<file path="config.mk">
export PLATFORM = sky130hd
export DESIGN_NAME = cid_decoder
export DESIGN_NICKNAME = d
export VERILOG_FILES = /design/src/hdl/cid_pkg.sv /design/src/hdl/cid_decoder.sv /design/src/hdl/cid_fields.sv /design/src/hdl/cid_phase.sv
export SDC_FILE = /design/constraint.sdc
export NUM_CORES = 1
export LEC_CHECK = 0
export BUFFER_PORTS_ARGS = -buffer_cell sky130_fd_sc_hd__buf_2
export CORE_MARGIN = 1
export CORE_UTILIZATION = 30
export CTS_CLUSTER_SIZE = 25
export DETAILED_ROUTE_END_ITERATION = 16
export GPL_TIMING_DRIVEN = 0
export PLACE_DENSITY = 0.51
export RECOVER_POWER = 100
export SLEW_MARGIN = 5
export SYNTH_ARGS = -nofsm -noshare
export SYNTH_HDL_FRONTEND = slang
export SYNTH_SLANG_ARGS = --single-unit
</file>
<file path="constraint.sdc">
create_clock -name aclk -period 5 [get_ports aclk]
set_clock_uncertainty 0.2 [all_clocks]
set_input_delay 0.5 -clock aclk [delete_from_list [all_inputs] [get_ports aclk]]
set_output_delay 0.5 -clock aclk [all_outputs]
set_load 0.005 [all_outputs]
</file>
<file path="src/hdl/cid_pkg.sv">
// How it works
// RL1: Program words are 16 bits; four instructions take two consecutive words.
// RL2: Each word splits into an opcode part and operand fields.
// RL3: Destination bit 0 writes the working accumulator, 1 the file register.
// RL4: Access bit 0 uses access RAM; 1 lets the bank select register choose.
// RL5: Three-bit position field selects one of bits 0 through 7.
// RL6: Second words carry ones in their four top bits; 32 operand bits total.
// RL7: A second word executed alone behaves as a no-operation.
// RL8: Single-word takes one cycle; skip or program counter change adds a no-op cycle.
// RL9: Every double-word instruction takes two instruction cycles.
// RL10: One instruction cycle is four oscillator periods.
// RL11: A taken skip over a two-word instruction totals three cycles.
// RL12: Table ops carry a mode: unchanged, post-inc, post-dec or pre-inc.
// RL13: Literals decode as 8, 12 or 20 bit constants by format.
// RL14: Branch field is a signed offset for relative, absolute for call and goto.
// RL15: Register moves carry separate 12-bit source and destination addresses.
// RL16: Destination decodes as 8-bit file address or 2-bit pointer designator.
// RL17: Five status flags: carry, half carry, zero, signed wrap, negative.
// RL18: Decode 75 standard instructions plus the 8 extended stack instructions.
// RL19: Fast bit set saves or restores shadow copies; clear leaves them alone.
// RL20: Double-word execution consumes the second word and steps the counter past it.
package cid_pkg;
   localparam int          CID_PHASES    = 4;
   localparam int          CID_PC_W      = 21;
   localparam logic [7:0]  CID_REG_CTRL  = 8'h00;
   localparam logic [7:0]  CID_REG_STAT  = 8'h04;
   localparam logic [7:0]  CID_REG_PC    = 8'h08;
   localparam logic [7:0]  CID_REG_WORD  = 8'h0C;
   localparam logic [7:0]  CID_REG_OPER  = 8'h10;
   localparam logic [7:0]  CID_REG_FLAG  = 8'h14;
   localparam int          CID_CTRL_RUN  = 0;
   localparam int          CID_CTRL_EXT  = 1;
   localparam logic [1:0]  CID_CTRL_RST  = 2'h0;
   localparam logic [20:0] CID_PC_RST    = 21'h000000;
   localparam logic [20:0] CID_PC_STEP   = 21'h000002;
   localparam logic [15:0] CID_NOP_WORD  = 16'h0000;
   localparam logic [3:0]  CID_W2_TAG    = 4'hF;
   localparam logic [3:0]  CID_OP_MOVFF  = 4'hC;
   localparam logic [6:0]  CID_OP_CALL   = 7'h76;
   localparam logic [9:0]  CID_OP_LFSR   = 10'h3B8;
   localparam logic [7:0]  CID_OP_GOTO   = 8'hEF;
   localparam logic [3:0]  CID_OP_BRANCH = 4'hD;
   localparam logic [4:0]  CID_OP_BCC    = 5'h1C;
   localparam logic [13:0] CID_OP_TBL    = 14'h0002;
   localparam logic [14:0] CID_OP_RET    = 15'h0009;
   localparam logic [14:0] CID_OP_RETFIE = 15'h0008;
   localparam logic [5:0]  CID_OP_EXT    = 6'h3A;
   localparam logic [15:0] CID_OP_CALLW  = 16'h0014;
   localparam logic [1:0]  CID_RESP_OK   = 2'h0;
   localparam logic [1:0]  CID_RESP_ERR  = 2'h2;
   typedef enum logic [1:0] {
      CID_TBL_KEEP, CID_TBL_POSTINC, CID_TBL_POSTDEC, CID_TBL_PREINC
   } cid_tbl_t;
endpackage : cid_pkg

</file>
<file path="src/hdl/cid_decoder.sv">
// Local design decisions: the register offsets and the AXI4-Lite register port.
`timescale 1ns/100ps
`default_nettype none
module cid_decoder
   import cid_pkg::*;
#(
   parameter int PC_W = CID_PC_W
)(
   input  wire logic             aclk,
   input  wire logic             aresetn,
   input  wire logic [7:0]       s_axi_awaddr,
   input  wire logic             s_axi_awvalid,
   output logic                  s_axi_awready,
   input  wire logic [31:0]      s_axi_wdata,
   input  wire logic [3:0]       s_axi_wstrb,
   input  wire logic             s_axi_wvalid,
   output logic                  s_axi_wready,
   output logic [1:0]            s_axi_bresp,
   output logic                  s_axi_bvalid,
   input  wire logic             s_axi_bready,
   input  wire logic [7:0]       s_axi_araddr,
   input  wire logic             s_axi_arvalid,
   output logic                  s_axi_arready,
   output logic [31:0]           s_axi_rdata,
   output logic [1:0]            s_axi_rresp,
   output logic                  s_axi_rvalid,
   input  wire logic             s_axi_rready,
   output logic [PC_W-1:0]       prog_addr,
   output logic                  prog_rd,
   input  wire logic [15:0]      prog_data,
   input  wire logic             cond_true,
   input  wire logic             pc_written,
   input  wire logic [PC_W-1:0]  pc_load_value,
   input  wire logic [4:0]       alu_flags_in,
   input  wire logic [4:0]       alu_flags_we,
   output logic [15:0]           instr_word,
   output logic [15:0]           operand_word,
   output logic                  exec_stb,
   output logic [1:0]            osc_phase,
   output logic                  dest_to_file,
   output logic                  bank_select_en,
   output logic [7:0]            file_addr,
   output logic [7:0]            bit_mask,
   output logic [2:0]            bit_pos,
   output logic [7:0]            lit8,
   output logic [11:0]           lit12,
   output logic [19:0]           lit20,
   output logic [11:0]           move_src,
   output logic [11:0]           move_dst,
   output logic [1:0]            indirect_pointer_sel,
   output logic [1:0]            table_mode,
   output logic                  fast_save,
   output logic                  fast_restore,
   output logic [4:0]            status_flags
);
   typedef enum logic {CID_S_EXEC, CID_S_OPER} cid_state_t;

   cid_state_t        state_reg;
   logic [1:0]        ctrl_reg;
   logic [PC_W-1:0]   pc_reg;
   logic              cur_dbl_reg, cur_jmp_reg, cur_bra_reg, cur_bcc_reg;
   logic              cur_skip_reg, cur_ret_reg;
   logic [1:0]        phase;
   logic              cycle_end;
   logic              take_nop;
   logic [15:0]       fetch_word;
   logic              f_dst, f_acc, f_fast, f_w2, f_dbl, f_jmp, f_bra, f_bcc;
   logic              f_skip, f_ret, f_tbl, ext_raw;
   logic [2:0]        f_pos;
   logic [7:0]        f_mask;
   logic [1:0]        f_fsr, f_tbl_mode;
   logic [PC_W-1:0]   rel_target, abs_target;
   logic              aw_hold, w_hold;
   logic [7:0]        aw_addr_reg;
   logic [31:0]       w_data_reg;
   logic [3:0]        w_strb_reg;
   logic              do_write;

   cid_phase u_phase (
      .aclk      (aclk),
      .aresetn   (aresetn),
      .run       (ctrl_reg[CID_CTRL_RUN]),
      .phase     (phase),
      .cycle_end (cycle_end)
   );

   cid_fields u_fields (
      .word     (fetch_word),
      .dst_file (f_dst),
      .acc_bank (f_acc),
      .bit_pos  (f_pos),
      .bit_mask (f_mask),
      .fsr_sel  (f_fsr),
      .tbl_mode (f_tbl_mode),
      .fast     (f_fast),
      .is_w2    (f_w2),
      .is_dbl   (f_dbl),
      .is_jmp   (f_jmp),
      .is_bra   (f_bra),
      .is_bcc   (f_bcc),
      .is_skip  (f_skip),
      .is_ret   (f_ret),
      .is_ext   (),
      .is_tbl   (f_tbl)
   );

   // Relative targets count words from the word after the instruction.
   always_comb begin
      if (cur_bra_reg) begin
         rel_target = pc_reg + PC_W'({{9{instr_word[10]}}, instr_word[10:0], 1'b0}); // see RL14
      end else begin
         rel_target = pc_reg + PC_W'({{12{instr_word[7]}}, instr_word[7:0], 1'b0}); // see RL14
      end
   end
   assign abs_target = PC_W'({prog_data[11:0], instr_word[7:0], 1'b0}); // see RL14

   // A prefetched word is dropped on a taken branch, a return, a counter write or a taken skip.
   always_comb begin
      take_nop = 1'b0;
      if (state_reg == CID_S_EXEC) begin
         take_nop = cur_bra_reg || (cur_bcc_reg && cond_true) || cur_ret_reg
                 || pc_written || (cur_skip_reg && cond_true); // see RL8
      end
   end
   // Decoded from the raw word, since the field decoder sees the muxed word.
   assign ext_raw = (prog_data[15:10] == CID_OP_EXT) || (prog_data == CID_OP_CALLW); // see RL18
   assign fetch_word = (take_nop || (ext_raw && !ctrl_reg[CID_CTRL_EXT]))
                       ? CID_NOP_WORD : prog_data;

   always_ff @(posedge aclk) begin
      if (!aresetn) begin
         state_reg <= CID_S_EXEC;
         pc_reg    <= CID_PC_RST;
      end else if (do_write && aw_addr_reg == CID_REG_PC && !ctrl_reg[CID_CTRL_RUN]) begin
         pc_reg <= PC_W'(w_data_reg);
      end else if (cycle_end) begin
         unique case (state_reg)
            CID_S_EXEC: begin
               if (cur_jmp_reg) begin
                  pc_reg    <= abs_target; // see RL9
                  state_reg <= CID_S_OPER;
               end else if (cur_dbl_reg) begin
                  pc_reg    <= pc_reg + CID_PC_STEP; // see RL20
                  state_reg <= CID_S_OPER;
               end else if (cur_bra_reg || (cur_bcc_reg && cond_true)) begin
                  pc_reg <= rel_target;
               end else if (cur_ret_reg || pc_written) begin
                  pc_reg <= pc_load_value;
               end else begin
                  pc_reg <= pc_reg + CID_PC_STEP; // see RL11
               end
            end
            CID_S_OPER: begin
               pc_reg    <= pc_reg + CID_PC_STEP;
               state_reg <= CID_S_EXEC; // see RL9
            end
         endcase
      end
   end

   // Instruction latch: at every cycle end except the execute-state end of a double-word's first word.
   always_ff @(posedge aclk) begin
      if (!aresetn) begin
         instr_word   <= CID_NOP_WORD;
         cur_dbl_reg  <= 1'b0;
         cur_jmp_reg  <= 1'b0;
         cur_bra_reg  <= 1'b0;
         cur_bcc_reg  <= 1'b0;
         cur_skip_reg <= 1'b0;
         cur_ret_reg  <= 1'b0;
      end else if (cycle_end && !(state_reg == CID_S_EXEC && cur_dbl_reg)) begin
         instr_word   <= fetch_word; // see RL1
         cur_dbl_reg  <= f_dbl && !f_w2;
         cur_jmp_reg  <= f_jmp;
         cur_bra_reg  <= f_bra;
         cur_bcc_reg  <= f_bcc;
         cur_skip_reg <= f_skip;
         cur_ret_reg  <= f_ret;
      end
   end

   always_ff @(posedge aclk) begin
      if (!aresetn) begin
         dest_to_file         <= 1'b0;
         bank_select_en       <= 1'b0;
         file_addr            <= 8'h00;
         bit_mask             <= 8'h00;
         bit_pos              <= 3'h0;
         lit8                 <= 8'h00;
         lit12                <= 12'h000;
         move_src             <= 12'h000;
         indirect_pointer_sel <= 2'h0;
         table_mode           <= CID_TBL_KEEP;
         fast_save            <= 1'b0;
         fast_restore         <= 1'b0;
      end else if (cycle_end && !(state_reg == CID_S_EXEC && cur_dbl_reg)) begin
         dest_to_file         <= f_dst; // see RL3
         bank_select_en       <= f_acc; // see RL4
         file_addr            <= fetch_word[7:0]; // see RL2
         bit_mask             <= f_mask; // see RL5
         bit_pos              <= f_pos;
         lit8                 <= fetch_word[7:0]; // see RL13
         lit12                <= fetch_word[11:0]; // see RL13
         move_src             <= fetch_word[11:0]; // see RL15
         indirect_pointer_sel <= f_fsr; // see RL16
         table_mode           <= f_tbl ? f_tbl_mode : CID_TBL_KEEP; // see RL12
         fast_save            <= f_jmp && f_fast; // see RL19
         fast_restore         <= f_ret && f_fast; // see RL19
      end
   end

   // The second word of an executing double-word is consumed as operand data, not as an instruction.
   always_ff @(posedge aclk) begin
      if (!aresetn) begin
         operand_word <= CID_NOP_WORD;
         move_dst     <= 12'h000;
         lit20        <= 20'h00000;
      end else if (cycle_end && state_reg == CID_S_EXEC && cur_dbl_reg) begin
         operand_word <= prog_data; // see RL6
         move_dst     <= prog_data[11:0]; // see RL15
         lit20        <= {prog_data[11:0], instr_word[7:0]}; // see RL13
      end
   end

   always_ff @(posedge aclk) begin
      if (!aresetn) begin
         status_flags <= 5'h00;
      end else if (cycle_end) begin
         status_flags <= (status_flags & ~alu_flags_we) | (alu_flags_in & alu_flags_we); // see RL17
      end
   end

   always_ff @(posedge aclk) begin
      if (!aresetn) begin
         exec_stb  <= 1'b0;
         osc_phase <= 2'h0;
         prog_addr <= CID_PC_RST;
         prog_rd   <= 1'b0;
      end else begin
         exec_stb  <= cycle_end;
         osc_phase <= phase;
         prog_addr <= pc_reg;
         prog_rd   <= ctrl_reg[CID_CTRL_RUN];
      end
   end

   // Write channel: address and data are held until both have arrived.
   assign do_write = aw_hold && w_hold && !s_axi_bvalid;

   always_ff @(posedge aclk) begin
      if (!aresetn) begin
         aw_hold       <= 1'b0;
         w_hold        <= 1'b0;
         aw_addr_reg   <= 8'h00;
         w_data_reg    <= 32'h00000000;
         w_strb_reg    <= 4'h0;
         s_axi_awready <= 1'b0;
         s_axi_wready  <= 1'b0;
         s_axi_bvalid  <= 1'b0;
         s_axi_bresp   <= CID_RESP_OK;
      end else begin
         s_axi_awready <= !aw_hold && !s_axi_awready;
         s_axi_wready  <= !w_hold && !s_axi_wready;
         if (s_axi_awvalid && s_axi_awready) begin
            aw_hold     <= 1'b1;
            aw_addr_reg <= s_axi_awaddr;
         end
         if (s_axi_wvalid && s_axi_wready) begin
            w_hold     <= 1'b1;
            w_data_reg <= s_axi_wdata;
            w_strb_reg <= s_axi_wstrb;
         end
         if (do_write) begin
            aw_hold      <= 1'b0;
            w_hold       <= 1'b0;
            s_axi_bvalid <= 1'b1;
            s_axi_bresp  <= (aw_addr_reg == CID_REG_CTRL || aw_addr_reg == CID_REG_PC)
                            ? CID_RESP_OK : CID_RESP_ERR;
         end else if (s_axi_bvalid && s_axi_bready) begin
            s_axi_bvalid <= 1'b0;
         end
      end
   end

   always_ff @(posedge aclk) begin
      if (!aresetn) begin
         ctrl_reg <= CID_CTRL_RST;
      end else if (do_write && aw_addr_reg == CID_REG_CTRL && w_strb_reg[0]) begin
         ctrl_reg <= w_data_reg[1:0]; // see RL18
      end
   end

   always_ff @(posedge aclk) begin
      if (!aresetn) begin
         s_axi_arready <= 1'b0;
         s_axi_rvalid  <= 1'b0;
         s_axi_rdata   <= 32'h00000000;
         s_axi_rresp   <= CID_RESP_OK;
      end else if (s_axi_rvalid) begin
         if (s_axi_rready) begin
            s_axi_rvalid <= 1'b0;
         end
      end else if (s_axi_arvalid && s_axi_arready) begin
         s_axi_arready <= 1'b0;
         s_axi_rvalid  <= 1'b1;
         s_axi_rresp   <= CID_RESP_OK;
         unique case (s_axi_araddr)
            CID_REG_CTRL: s_axi_rdata <= {30'h0, ctrl_reg};
            CID_REG_STAT: s_axi_rdata <= {27'h0, cur_dbl_reg, state_reg, 1'b0, phase};
            CID_REG_PC:   s_axi_rdata <= 32'(pc_reg);
            CID_REG_WORD: s_axi_rdata <= {16'h0, instr_word};
            CID_REG_OPER: s_axi_rdata <= {16'h0, operand_word};
            CID_REG_FLAG: s_axi_rdata <= {27'h0, status_flags};
            default: begin
               s_axi_rdata <= 32'h00000000;
               s_axi_rresp <= CID_RESP_ERR;
            end
         endcase
      end else begin
         s_axi_arready <= 1'b1;
      end
   end
endmodule : cid_decoder
`default_nettype wire

</file>
<file path="src/hdl/cid_fields.sv">
`timescale 1ns/100ps
`default_nettype none
module cid_fields
   import cid_pkg::*;
(
   input  wire logic [15:0] word,
   output logic             dst_file,
   output logic             acc_bank,
   output logic [2:0]       bit_pos,
   output logic [7:0]       bit_mask,
   output logic [1:0]       fsr_sel,
   output logic [1:0]       tbl_mode,
   output logic             fast,
   output logic             is_w2,
   output logic             is_dbl,
   output logic             is_jmp,
   output logic             is_bra,
   output logic             is_bcc,
   output logic             is_skip,
   output logic             is_ret,
   output logic             is_ext,
   output logic             is_tbl
);
   logic [3:0] top;
   assign top      = word[15:12];
   assign dst_file = word[9];        // see RL3
   assign acc_bank = word[8];        // see RL4
   assign bit_pos  = word[11:9];     // see RL5
   assign fsr_sel  = word[5:4];      // see RL16
   assign tbl_mode = word[1:0];      // see RL12
   assign is_w2    = (top == CID_W2_TAG); // see RL7
   assign is_tbl   = (word[15:2] == CID_OP_TBL);
   assign is_ret   = (word[15:1] == CID_OP_RET) || (word[15:1] == CID_OP_RETFIE);
   assign is_jmp   = (word[15:9] == CID_OP_CALL) || (word[15:8] == CID_OP_GOTO);
   assign is_dbl   = is_jmp || (top == CID_OP_MOVFF) || (word[15:6] == CID_OP_LFSR); // see RL1
   assign fast     = is_ret ? word[0] : ((word[15:9] == CID_OP_CALL) && word[8]); // see RL19
   assign is_bra   = (top == CID_OP_BRANCH);
   assign is_bcc   = (word[15:11] == CID_OP_BCC);
   assign is_ext   = (word[15:10] == CID_OP_EXT) || (word == CID_OP_CALLW); // see RL18
   // Skip forms: compare-skip, inc/dec-skip and bit-test-skip families.
   assign is_skip  = (word[15:10] == 6'h18) || (word[15:9] == 7'h32)
                  || (word[15:10] == 6'h0B) || (word[15:10] == 6'h0F)
                  || (word[15:11] == 5'h09) || (word[15:13] == 3'h5);
   for (genvar i = 0; i < 8; i++) begin : g_mask
      assign bit_mask[i] = (bit_pos == 3'(i)); // see RL5
   end
endmodule : cid_fields
`default_nettype wire

</file>
<file path="src/hdl/cid_phase.sv">
`timescale 1ns/100ps
`default_nettype none
module cid_phase
   import cid_pkg::*;
(
   input  wire logic       aclk,
   input  wire logic       aresetn,
   input  wire logic       run,
   output logic [1:0]      phase,
   output logic            cycle_end
);
   always_ff @(posedge aclk) begin
      if (!aresetn || !run) begin
         phase <= 2'h0;
      end else begin
         phase <= phase + 2'h1; // see RL10
      end
   end
   assign cycle_end = run && (phase == 2'(CID_PHASES - 1)); // see RL10
endmodule : cid_phase
`default_nettype wire

</file>
==> results.toml <==
[hold_path]
min_delay_path_depth = 3
hp-class = "primary input to register"
hold_end = "w_data_reg[18]"
hp-start = "s_axi_wdata[18]"

[route]
wire_per_inst_um = 20.6
route.detailed.drc = 0
vias = 9739
routed_wl_um = 38500
drtIter0Drc = 824
ant_nets = 0
first_pass_iters = 8
vias_per_cell = 5.21

[placed_design]
dpl.hpwl_um = 29600
gp_congestion = 0.920
port_buffers = 270
placed_area_um2 = 11200
dp_slack_ns = 0.871

[timing]
fmax_mhz = 231
worst_pin_slew_ns = 1.12
setup_viol = 0
slew_headroom = 0.244
fin_setup_tns_ns = 0
hold-worst-slack_ns = 0.0995
fin_ws_ns = 0.670
rsz0062_at_grt = "no"
finalMaxSlewViolations = 0
period_needed_ns = 4.33
fin_crit_sh = 0.866
hold_viol = 0

[final_layout]
nets = 1589
final_cell_area_um2 = 11700
final_util = 0.382
layout_commonest_cell = "nand2_1"
syn2layout_area_growth_pct = 25.4
final_cell_mix = "204 x nand2_1, 191 x buf_2, 174 x dfxtp_1, 146 x clkbuf_1, 130 x a21oi_1"
drive_gt1_frac = 0.223

[power]
power.share.combinational = 0.068
seqPwrFrac = 0.471
peakVddDrop_mv = 0.203
p_sw_mw = 0.819
p_clk_frac = 0.461
p_int_mw = 2.18
power_per_cell_area_nw_per_um2 = 257
leakagePower_nw = 4.91
sw_frac_of_total = 0.273

[worst_setup_path]
worst_r2r_endpoint = "pc_reg[20]"
crit_fanout = 9
r2r_cells = 11
cp_data_arrival_time_ns = 4.41
critical_path_class = "register to register"
crit_path_end_kind = "register"
cp-start-kind = "register"
cp.required_ns = 5.08
r2r_start = "cur_bra_reg"
reg2reg_slack_ns = 0.67

[clock_tree]
cts.repair.resized = 0
cts_setup_buffers = 0
cts_hold_buf = 0
cts_htree_levels = 4
cts_buffers = 17
root_buffer = "clkbuf_16"
numClockSinks = 174
cts.clk_slew.worst_paths_ns = 0.07
clk_path_buf_depth = 2
clk_latency_ns = 0.44
cts_tree = "built"

[die]
core-area_um2 = 30500
die_w_um = 178
fp.dieH_um = 178
die_area_um2 = 31700
initial_core_util = 0.305
rows = 64
io_pins = 302

[global_routing]
use_met1 = 0.325
antenna_found_initial = 2
grt_max_degree = 19
grtUsageMet2 = 0.365
grt_first_pass_wirelength_um = 55100
grtUsageMet3 = 0.0392
grt_use_total = 0.238
grt_pass1_vias = 8762
grt_overflow = 0
grt.busiest_layer = "met2"

[status]
status = "finished, final reports clean"

[run]
drv_cap = 0

[logic_synthesis]
ys_types = 77
synth_top_area_cell = "dfxtp_1"
synth_edf_count = 0
synth_seq_cells = 174
ys_seq_area_frac = 0.375
synth_ff_type = "dfxtp_1"
synth.area.top_cells = "dfxtp_1 37%, nand2_1 8.2%, a21oi_1 6.9%"
synth_cells = 1158
synth_warnings = 0
syn_area_um2 = 9300
postSynthAreaPerCell_um2 = 8.03
synth_top_area_share = 0.375
async_reset_ff_frac = 0
worst max-delay path: stages, from the launching register on:
cell	delay, ns
dfxtp_1	0.31
clkbuf_1	0.36
mux2i_1	0.43
inv_1	0.28
ha_1	0.42
a21o_1	0.19
a21o_1	0.20
a21oi_1	0.21
mux2_2	0.35
a31o_2	0.21
o311ai_0	0.84
a21oi_1	0.16
metal layers:
metal	up-vias	share of wire
li1	4647	-
met1	4530	0.44
met2	505	0.44
met3	55	0.084
met4	2	0.034
met5	-	0.00034
cells in the mapped netlist (5+ instances only):
library cell	instances
nand2_1	204
dfxtp_1	174
a21oi_1	129
buf_4	84
nor2_1	65
clkbuf_1	47
o21ai_0	45
nand3_1	38
and2_1	26
a22o_1	23
ha_1	21
nor3_1	19
a22oi_1	17
a21o_1	15
xor2_1	15
and3_1	14
a221oi_1	13
a222oi_1	13
inv_1	12
a211oi_1	11
buf_1	10
nor2b_1	10
buf_2	9
nand2b_1	9
nand4_1	9
a31oi_1	8
xnor2_1	8
mux2i_1	7
nor4_1	6
o31ai_1	6
a32o_1	5
nor3b_1	5
o211ai_1	5
area by class of cell:
class	instances	area (um^2)
repair buffers	270	1240
flip-flops and latches	174	3480
inverters	13	48.8
plain buffers	154	917
clock buffers	17	425
well taps	396	495
clock inverters	15	176
diodes	1	2.50
multi-input cells	829	4860
fillers	3340	18900
power groups by stage:
stage                     logic (mW)  registers (mW)  clock network (mW)
final                          0.204            1.41                1.38
after global routing           0.220            1.42                1.46
after CTS                      0.205            1.41                1.41
after detailed placement       0.204            1.45                   0
after global placement         0.203            1.45                   0
after floorplan               0.0999            1.44                   0
worst max-delay path by stage:
| stage | startpoint | end | slack (ns) | cells past startpoint |
|---|---|---|---|---|
| 2_1_floorplan | cur_bra_reg | pc_reg[20] | 2.00 | 11 |
| 3_5_place_dp | instr_word[7] | pc_reg[20] | 0.87 | 10 |
| 4_1_cts | instr_word[7] | pc_reg[20] | 0.84 | 10 |
| 3_3_place_gp | instr_word[7] | pc_reg[20] | 0.87 | 10 |
| 6_report | cur_bra_reg | pc_reg[20] | 0.67 | 11 |
| 5_1_grt | cur_bra_reg | pc_reg[20] | 0.49 | 10 |
metrics by stage:
| step | power, mW | instances |
|---|---|---|
| final | 3.00 | 1869 |
| after global routing | 3.09 | 1869 |
| after CTS | 3.03 | 1868 |
| after detailed placement | 1.65 | 1836 |
| after global placement | 1.65 | 1836 |
| after floorplan | 1.54 | 1170 |
logic make-up (layout without fill, tap and decap cells):
logic type                 Yosys count  in the layout  share of synthesized area
adders and majority gates           22             22                     0.0304
xor gates and xnor gates            23             23                     0.0217
muxes                               11             11                     0.0148
other                                1             14                   0.000403
AOI/OAI and AO/OA                  329            329                      0.232
buffers and inverters              167            469                      0.105
and+or+nand+nor                    431            431                      0.221
DFF                                174            174                      0.375
Note: power is estimated with default switching activity, not from simulation.
